File: src/verilog/ccg_params.svh
// register indices, field positions, reset values and timing of the clock block
`ifndef CCG_PARAMS_SVH
`define CCG_PARAMS_SVH
`define CCG_IDX_ADC0 10'h00a
`define CCG_IDX_DIV0 10'h014
`define CCG_IDX_RATE 10'h015
`define CCG_IDX_ENA 10'h016
`define CCG_IDX_AIF2 10'h01a
`define CCG_IDX_STAT 10'h030
`define CCG_RST_ADC0 16'h0001
`define CCG_RST_DIV0 16'h0000
`define CCG_RST_RATE 16'h0c05
`define CCG_RST_ENA 16'h0000
`define CCG_RST_AIF2 16'h0000
`define CCG_B_ADC_OSR 0
`define CCG_B_DIV16 14
`define CCG_B_X4 13
`define CCG_B_HALF 12
`define CCG_B_GPIO_EN 3
`define CCG_B_CORE_EN 2
`define CCG_B_CONV_EN 1
`define CCG_B_SLOW_EN 0
`define CCG_F_GDIV_LO 8
`define CCG_F_RATIO_LO 10
`define CCG_F_FS_LO 0
`define CCG_FS_48K 3'h5
`define CCG_CORE_HZ 125000000
`define CCG_SLOW_HZ 256000
`define CCG_SLOW_HALF_BASE 15'h0200
`endif

File: src/verilog/ccg_pkg.sv
// types shared by the codec clock generation block
`default_nettype none
package ccg_pkg;
    typedef logic [11:0] ccg_addr_t;
    typedef logic [31:0] ccg_word_t;
    typedef logic [15:0] ccg_reg_t;
    // gpio clock divider codes
    typedef enum logic [3:0] {
        CCG_GDIV_1 = 4'h0, CCG_GDIV_2 = 4'h1, CCG_GDIV_3 = 4'h2,
        CCG_GDIV_4 = 4'h3, CCG_GDIV_5P5 = 4'h4, CCG_GDIV_6 = 4'h5,
        CCG_GDIV_8 = 4'h6, CCG_GDIV_12 = 4'h7, CCG_GDIV_16 = 4'h8
    } ccg_gdiv_e;
endpackage
`default_nettype wire

File: src/verilog/ccg_codec_clock_gen.sv
// codec clock gating, gpio clock divider and slow timeout clock with apb regs
`default_nettype none
`include "ccg_params.svh"
// Operation
// - converter clock runs only when its gate and the core gate are set
// - adc oversample bit set gives 128x, cleared gives 64x; resets to 1
// - gpio clock runs only while its gate bit 3 is set
// - gpio divider codes 0..8 give 1,2,3,4,5.5,6,8,12,16; rest reserved
// - gpio clock reaches the pin only when pin routing selects it
// - slow clock from 256kHz runs only while its gate bit 0 is set
// - bit 12 cleared halves the slow clock, set leaves it
// - bit 14 set divides the slow clock by sixteen
// - bit 13 multiplies slow clock by four; rates 1000 Hz to 7.8125 Hz
// - core clock comes from the master clock input at high rates
// - sample rate code 101 denotes the 44.1/48 kHz family
module ccg_codec_clock_gen #(
    parameter int DIV256 = `CCG_CORE_HZ / `CCG_SLOW_HZ
) (
    input wire logic pclk,
    input wire logic presetn,
    input wire logic psel,
    input wire logic penable,
    input wire logic pwrite,
    input wire ccg_pkg::ccg_addr_t paddr,
    input wire ccg_pkg::ccg_word_t pwdata,
    output ccg_pkg::ccg_word_t prdata,
    output logic pready,
    output logic pslverr,
    input wire logic gpio_pin_route,
    output logic conv_clock_en,
    output logic adc_osr_high,
    output logic gpio_clock_out,
    output logic gpio_clock_tick,
    output logic gpio_pin_out,
    output logic slow_timeout_clock,
    output logic slow_timeout_tick,
    output logic fs_family_48,
    output logic [3:0] core_to_fs_ratio
);
    import ccg_pkg::*;

    if (DIV256 < 2 || DIV256 > 65535) begin : g_bad_div
        $error("DIV256 out of range");
    end

    localparam logic [15:0] DIV_M1 = 16'(DIV256 - 1);

    ccg_reg_t analog_adc_ctrl0, clock_divider_ctrl0, sample_rate_ctrl;
    ccg_reg_t clock_enable_ctrl, audio_iface_ctrl2;
    logic [9:0] widx;
    logic hit, wr_en, core_on, gpio_run_req, gact, gphase;
    logic [5:0] p_cfg, gp, gcnt, glen, next_gp, next_gcnt;
    logic next_gact, next_gphase, next_gtick;
    logic [15:0] d256;
    logic tick256, slow_run, sact;
    logic [14:0] scnt, shalf;

    // twice the gpio divide ratio; zero marks a reserved code
    function automatic logic [5:0] gdiv_x2(input logic [3:0] code);
        case (code)
            CCG_GDIV_1: return 6'h02;
            CCG_GDIV_2: return 6'h04;
            CCG_GDIV_3: return 6'h06;
            CCG_GDIV_4: return 6'h08;
            CCG_GDIV_5P5: return 6'h0b;
            CCG_GDIV_6: return 6'h0c;
            CCG_GDIV_8: return 6'h10;
            CCG_GDIV_12: return 6'h18;
            CCG_GDIV_16: return 6'h20;
            default: return 6'h00;
        endcase
    endfunction

    // length of one gpio period; odd doubled ratios (5.5) alternate by phase
    function automatic logic [5:0] gper(input logic [5:0] p,
                                        input logic ph);
        return {1'b0, p[5:1]} + {5'h00, p[0] & ph};
    endfunction

    // slow clock half period in 256kHz ticks
    function automatic logic [14:0] slow_half(input logic half,
                                              input logic x4,
                                              input logic d16);
        logic [14:0] v;
        v = `CCG_SLOW_HALF_BASE;
        if (!half) v = v << 1;
        if (d16) v = v << 4;
        if (x4) v = v >> 2;
        return v;
    endfunction

    // word index is mapped
    function automatic logic map_hit(input logic [9:0] i);
        return i == `CCG_IDX_ADC0 || i == `CCG_IDX_DIV0 ||
            i == `CCG_IDX_RATE || i == `CCG_IDX_ENA ||
            i == `CCG_IDX_AIF2 || i == `CCG_IDX_STAT;
    endfunction

    // apb decode; zero wait state, error on unmapped or unaligned
    assign widx = paddr[11:2];
    assign hit = map_hit(widx) && paddr[1:0] == 2'h0;
    assign pready = psel && penable;
    assign pslverr = psel && penable && !hit;
    assign wr_en = psel && penable && pwrite && hit;

    // register writes take effect at the access edge
    always_ff @(posedge pclk or negedge presetn) begin
        if (!presetn) begin
            analog_adc_ctrl0 <= `CCG_RST_ADC0;
            clock_divider_ctrl0 <= `CCG_RST_DIV0;
            sample_rate_ctrl <= `CCG_RST_RATE;
            clock_enable_ctrl <= `CCG_RST_ENA;
            audio_iface_ctrl2 <= `CCG_RST_AIF2;
        end else if (wr_en) begin
            case (widx)
                `CCG_IDX_ADC0: analog_adc_ctrl0 <= pwdata[15:0];
                `CCG_IDX_DIV0: clock_divider_ctrl0 <= pwdata[15:0];
                `CCG_IDX_RATE: sample_rate_ctrl <= pwdata[15:0];
                `CCG_IDX_ENA: clock_enable_ctrl <= pwdata[15:0];
                `CCG_IDX_AIF2: audio_iface_ctrl2 <= pwdata[15:0];
                default: ;
            endcase
        end
    end

    // read data captured in the setup cycle
    always_ff @(posedge pclk or negedge presetn) begin
        if (!presetn) begin
            prdata <= 32'h0000_0000;
        end else if (psel && !penable) begin
            case (widx)
                `CCG_IDX_ADC0: prdata <= {16'h0000, analog_adc_ctrl0};
                `CCG_IDX_DIV0: prdata <= {16'h0000, clock_divider_ctrl0};
                `CCG_IDX_RATE: prdata <= {16'h0000, sample_rate_ctrl};
                `CCG_IDX_ENA: prdata <= {16'h0000, clock_enable_ctrl};
                `CCG_IDX_AIF2: prdata <= {16'h0000, audio_iface_ctrl2};
                `CCG_IDX_STAT: prdata <= {26'h0000000, p_cfg == 6'h00,
                    fs_family_48, slow_timeout_clock, gact,
                    conv_clock_en, core_on};
                default: prdata <= 32'h0000_0000;
            endcase
        end
    end

    // core clock is pclk itself, i.e. the master clock path
    assign core_on = clock_enable_ctrl[`CCG_B_CORE_EN];
    assign adc_osr_high = analog_adc_ctrl0[`CCG_B_ADC_OSR];
    assign fs_family_48 =
        sample_rate_ctrl[`CCG_F_FS_LO +: 3] == `CCG_FS_48K;
    assign core_to_fs_ratio = sample_rate_ctrl[`CCG_F_RATIO_LO +: 4];

    // converter clock gate needs both enables
    always_ff @(posedge pclk or negedge presetn) begin
        if (!presetn) begin
            conv_clock_en <= 1'b0;
        end else begin
            conv_clock_en <= core_on &&
                clock_enable_ctrl[`CCG_B_CONV_EN];
        end
    end

    // gpio divider: config latched at period start, stops at period end
    assign p_cfg = gdiv_x2(audio_iface_ctrl2[`CCG_F_GDIV_LO +: 4]);
    assign gpio_run_req = core_on && clock_enable_ctrl[`CCG_B_GPIO_EN] &&
        p_cfg != 6'h00;
    assign glen = gper(gp, gphase);

    always_comb begin
        next_gact = gact;
        next_gp = gp;
        next_gcnt = gcnt + 6'h01;
        next_gphase = gphase;
        next_gtick = 1'b0;
        if (!gact) begin
            next_gcnt = 6'h00;
            if (gpio_run_req) begin
                next_gact = 1'b1;
                next_gp = p_cfg;
                next_gphase = 1'b0;
            end
        end else if (gcnt == glen - 6'h01) begin
            next_gtick = 1'b1;
            next_gcnt = 6'h00;
            next_gphase = !gphase;
            if (!gpio_run_req) begin
                next_gact = 1'b0;
            end else if (p_cfg != gp) begin
                next_gp = p_cfg;
                next_gphase = 1'b0;
            end
        end
    end

    // gpio clock state and registered outputs
    always_ff @(posedge pclk or negedge presetn) begin
        if (!presetn) begin
            gact <= 1'b0;
            gp <= 6'h00;
            gcnt <= 6'h00;
            gphase <= 1'b0;
            gpio_clock_tick <= 1'b0;
            gpio_clock_out <= 1'b0;
            gpio_pin_out <= 1'b0;
        end else begin
            gact <= next_gact;
            gp <= next_gp;
            gcnt <= next_gcnt;
            gphase <= next_gphase;
            gpio_clock_tick <= next_gtick;
            gpio_clock_out <= next_gact && next_gcnt <
                ((gper(next_gp, next_gphase) + 6'h01) >> 1);
            gpio_pin_out <= next_gact && gpio_pin_route && next_gcnt <
                ((gper(next_gp, next_gphase) + 6'h01) >> 1);
        end
    end

    // 256kHz tick from the core clock
    always_ff @(posedge pclk or negedge presetn) begin
        if (!presetn) begin
            d256 <= 16'h0000;
        end else if (!core_on || d256 == DIV_M1) begin
            d256 <= 16'h0000;
        end else begin
            d256 <= d256 + 16'h0001;
        end
    end
    assign tick256 = core_on && d256 == DIV_M1;

    // slow clock: toggles every half period, stops after a high half
    assign slow_run = core_on && clock_enable_ctrl[`CCG_B_SLOW_EN];
    assign shalf = slow_half(clock_enable_ctrl[`CCG_B_HALF],
        clock_divider_ctrl0[`CCG_B_X4],
        clock_divider_ctrl0[`CCG_B_DIV16]);

    always_ff @(posedge pclk or negedge presetn) begin
        if (!presetn) begin
            sact <= 1'b0;
            scnt <= 15'h0000;
            slow_timeout_clock <= 1'b0;
            slow_timeout_tick <= 1'b0;
        end else begin
            slow_timeout_tick <= 1'b0;
            if (!sact) begin
                scnt <= 15'h0000;
                if (slow_run && tick256) begin
                    sact <= 1'b1;
                    slow_timeout_clock <= 1'b1;
                    slow_timeout_tick <= 1'b1;
                end
            end else if (!slow_run && !slow_timeout_clock) begin
                sact <= 1'b0;
            end else if (tick256) begin
                if (scnt >= shalf - 15'h0001) begin
                    scnt <= 15'h0000;
                    slow_timeout_clock <= !slow_timeout_clock;
                    slow_timeout_tick <= !slow_timeout_clock && slow_run;
                    if (slow_timeout_clock && !slow_run) begin
                        sact <= 1'b0;
                    end
                end else begin
                    scnt <= scnt + 15'h0001;
                end
            end
        end
    end

    // helpers that only the checks read: period gaps
    logic [7:0] ggap, glast;
    logic [1:0] gseen;
    logic [25:0] sgap;
    logic sseen;
    always_ff @(posedge pclk or negedge presetn) begin
        if (!presetn) begin
            ggap <= 8'h00;
            glast <= 8'h00;
            gseen <= 2'h0;
            sgap <= 26'h0000000;
            sseen <= 1'b0;
        end else begin
            ggap <= gpio_clock_tick ? 8'h01 : ggap + 8'h01;
            if (gpio_clock_tick) glast <= ggap;
            if (!gact || (wr_en && widx == `CCG_IDX_AIF2)) gseen <= 2'h0;
            else if (gpio_clock_tick && gseen != 2'h3) gseen <= gseen + 2'h1;
            sgap <= slow_timeout_tick ? 26'h0000001 : sgap + 26'h0000001;
            if (!slow_run || (wr_en && (widx == `CCG_IDX_ENA ||
                widx == `CCG_IDX_DIV0))) sseen <= 1'b0;
            else if (slow_timeout_tick) sseen <= 1'b1;
        end
    end
endmodule
`default_nettype wire

File: config.mk
export PLATFORM = sky130hd
export DESIGN_NAME = ccg_codec_clock_gen
export DESIGN_NICKNAME = d
export VERILOG_FILES = /design/src/verilog/ccg_pkg.sv /design/src/verilog/ccg_codec_clock_gen.sv
export VERILOG_INCLUDE_DIRS = /design/src /design/src/verilog
export SDC_FILE = /design/constraint.sdc
export NUM_CORES = 1
export LEC_CHECK = 0
export ABC_AREA = 1
export BUFFER_PORTS_ARGS = -buffer_cell sky130_fd_sc_hd__buf_2
export CORE_ASPECT_RATIO = 1.4
export CORE_MARGIN = 2
export CORE_UTILIZATION = 48
export DETAILED_ROUTE_END_ITERATION = 10
export PLACE_DENSITY = 0.78
export SETUP_SLACK_MARGIN = 0.05
export SYNTH_ARGS = -nofsm -noshare
export SYNTH_HDL_FRONTEND = slang
export SYNTH_SLANG_ARGS = --single-unit
File: constraint.sdc
create_clock -name pclk -period 4.5 [get_ports pclk]
set_clock_uncertainty 0.15 [all_clocks]
set_input_delay 0.225 -clock pclk [delete_from_list [all_inputs] [get_ports pclk]]
set_output_delay 0.225 -clock pclk [all_outputs]
set_load 0.01 [all_outputs]
==> metrics <==
die width 114 um; CP arrival 3.70 ns; DP HPWL 13,100 um; Post-synth EDFFs 0; Sw Ratio 0.234; Reg power frac 0.455; Compound-Gate Fraction of Synth Area 0.120; pre-CTS setup slack 0.973 ns; Mean Syn Cell Area 8.03 sq um; Routed WL per cell 14.5 um; post-synthesis simple-gate area fraction 0.284; final setup vio count 0; row count 56; CTS Buf Count 17; Seq cells post-synth 148; Detail Route Antenna Nets 0; first-pass GRT wire length 32,100 um; diodes inserted 0; Clk Latency, worst-skew pair 0.43 ns; Peak Freq 283 MHz; Main synth FF type dfrtp_1; post-synthesis instance area 8150 sq um; largest net degree at the start of global routing 81; Clock Power Share 0.509; Core Area 16,700 sq um; startpoint types flip-flop; antenna violations before repair 0; critical path endpoint category flip-flop; Worst-Margin Slew 0.876 ns; clk slew on worst S/H paths 0.07 ns; area leader, netlist dfrtp_1; Max Cap Viol 0; Critical Path RT 4.67 ns; Hold Violations, Final 0; DR pass1 iterations 5; P per Cell Area 317 nW/um^2; initial core utilization 0.489; I/O Buffers 63; final worst setup slack 0.965 ns; post-synthesis adder-cell area fraction 0.0307; total track usage 0.224; largest family of logic cells by synthesized area simple AND/OR/NAND/NOR gates; status finished clean; top cell type's share of synthesized area 0.439; vias per cell 5.25; Hold Buf Count CTS 17; share of synthesized flip-flops with an asynchronous set or reset 1.00; Comb pwr share 0.036; warnings from Yosys 0; area grow syn2layout 14.1%; Setup Fix Bufs, Post-CTS 0; Post-Synth XOR/XNOR Area 0.0172; share of cells above drive strength 1 0.162; VDD IR max 0.283 mV; Final Cycle Share 0.786; Slew Limit Fails 0; number of I/O pins 96; Yosys cell types 54; sequential area share after synthesis 0.455; synth top area cells dfrtp_1 (44%), nand2_1 (13%), o21ai_0 (5.1%); sw power 690 uW; drt initial violations 329; Post-CTS Resized 0; Filler cells 1,508; die area 18,100 sq um; DR DRC count 0; Hold WC Path Type in2reg; post-synthesis mux area share 0; clock buffer depth 2; worst rel slew slack 0.415; Worst path max stage delay 0.42 ns; fin nets 1,154; clk root buf clkbuf_16; CP max FO 6; fin cells 1,300; Via Count 6,829; Crit Path Class reg2reg; CP dominant cell by count nand2_1; internal power 2.26 mW; DIE HEIGHT 158 um; vias in the first global route 6,859; Final Critical Period 3.53 ns; GRT overflow 0; drt total wl 18,800 um; Mapped Cells 1,015; worst-path cell chain nand2_1 > ha_1 > ha_1 > inv_1 > nand2_1 > nand3_1 > nand3_1 > nor2_2 > nand3_4 > nor2_4 > nand3b_1 > nand2_2 > nand2_2 > nand2_2 > ha_1 > nand3_2 > xor2_1 > ha_1 > nand2_1 > nor3_1 > nand2_1 > nand2_1 > nor2_1; Cell Count Post-Placement 1,251; final setup TNS 0 ns; slowest CP cell dfrtp_1; final hold slack 0.000898 ns; Static Leak 4.51 nW; CTS H-tree depth 4; clock sink count 148; RSZ-0062 raised after global routing false; TritonCTS clock tree yes; final RePlAce weighted congestion 0.894
## cells by family after synthesis
group / after synthesis
AO/OA/AOI/OAI: 170
XOR/XNOR: 16
adder cells (fa/ha/maj): 20
buffers and inverters: 169
flip-flops: 148
other: 2
AND/OR/NAND/NOR: 490
## final timing paths
kind / from / to / cells past startpoint / slack, ns
max in group asynchronous: presetn / sample_rate_ctrl[10]$_DFFE_PN1P_ / 3 / 2.94
min: pwdata[14] / clock_enable_ctrl[14]$_DFFE_PN0P_ / 3 / 0.0009
min in group asynchronous: presetn / audio_iface_ctrl2[12]$_DFFE_PN0P_ / 2 / 0.22
min reg2reg: d256[0]$_DFF_PN0_ / d256[0]$_DFF_PN0_ / 1 / 0.32
max reg2reg: gp[0]$_DFF_PN0_ / gpio_clock_out$_DFF_PN0_ / 23 / 0.97
max: gp[0]$_DFF_PN0_ / gpio_clock_out$_DFF_PN0_ / 23 / 0.97
## synth_stat cells (4+ instances only)
| master | n |
|---|---|
| nand3b_1 | 4 |
| xor2_1 | 13 |
| buf_2 | 9 |
| clkbuf_1 | 16 |
| o21ai_1 | 30 |
| dfrtp_1 | 143 |
| a221oi_1 | 9 |
| nand4_2 | 5 |
| nand3_2 | 6 |
| nor4_1 | 4 |
| nand2_2 | 21 |
| nor3_2 | 4 |
| ha_1 | 20 |
| dfstp_2 | 5 |
| nand4_1 | 17 |
| nor3_1 | 12 |
| nor3b_1 | 5 |
| a21oi_1 | 24 |
| nand2_1 | 276 |
| o21ai_0 | 83 |
| nor2_4 | 6 |
| nor2_2 | 8 |
| inv_2 | 9 |
| nand3_1 | 45 |
| nor2_1 | 67 |
| inv_1 | 107 |
| buf_4 | 21 |
## flip-flops by register name, summed over array words and instances, names as in the netlist, 6 cells and up
name / count
gcnt: 6
d256: 16
gp: 6
analog_adc_ctrl0: 16
sample_rate_ctrl: 16
clock_divider_ctrl0: 16
clock_enable_ctrl: 16
audio_iface_ctrl2: 16
prdata: 16
scnt: 15
## metrics by stage
| step | area, sq um | power, mW | utilization |
|---|---|---|---|
| after floorplan | 8210 | 1.41 | - |
| after global placement | 8520 | 1.46 | 0.511 |
| after detailed placement | 8520 | 1.46 | 0.511 |
| after CTS | 9310 | 2.96 | 0.558 |
| after global routing | 9310 | 3.03 | 0.558 |
| final | 9310 | 2.95 | 0.558 |
## cell usage in the layout (no fill, tap or decap), types with 4 or more instances in the layout
cell	n
nor3b_1	5
nor3_2	4
nand3_2	6
dfrtp_1	143
nand2_2	21
conb_1	17
dfstp_2	5
clkbuf_16	17
inv_6	6
buf_4	4
nand4_1	17
nand3_1	45
nor2_1	67
buf_2	62
inv_2	9
nor4_1	4
nand4_2	5
o21ai_0	83
ha_1	20
nor2_2	8
nand3b_1	4
xor2_1	13
nor2_4	6
inv_1	107
nor3_1	12
o21ai_1	30
a21oi_1	24
a221oi_1	9
dlygate4sd3_1	17
nand2_1	276
## routing by layer
layer	GRT usage	vias up	wire [um]
met2	0.393	178	9590
met1	0.266	3204	7740
li1	-	3401	-
met3	0.0406	46	825
met4	0.105	0	686
met5	0	-	0
## area by class of cell
type | instances | area [sq um] | share of cell area
multi-input combinational | 713 | 3750 | 0.403
sequential | 148 | 3710 | 0.399
timing repair buffer | 84 | 522 | 0.0561
inverter | 120 | 454 | 0.0488
clock inverter | 15 | 193 | 0.0207
clock buffer | 17 | 425 | 0.0457
tap | 203 | 254 | 0.0273
## critical path, delay by kind of cell (launching register included)
| kind | cells | cell delay, ns |
|---|---|---|
| xor gates and xnor gates | 1 | 0.15 |
| DFF | 1 | 0.42 |
| buffers and inverters | 1 | 0.09 |
| adders and majority gates | 4 | 1.01 |
| and+or+nand+nor | 17 | 1.61 |
## power by group through the flow
stage	logic, mW	registers [mW]	clock network (mW)
2_1_floorplan	0.0445	1.37	0
3_3_place_gp	0.0966	1.37	0
3_5_place_dp	0.0978	1.37	0
4_1_cts	0.110	1.34	1.51
5_1_grt	0.123	1.34	1.57
6_report	0.108	1.34	1.50
(Power assumes the default switching activity.)
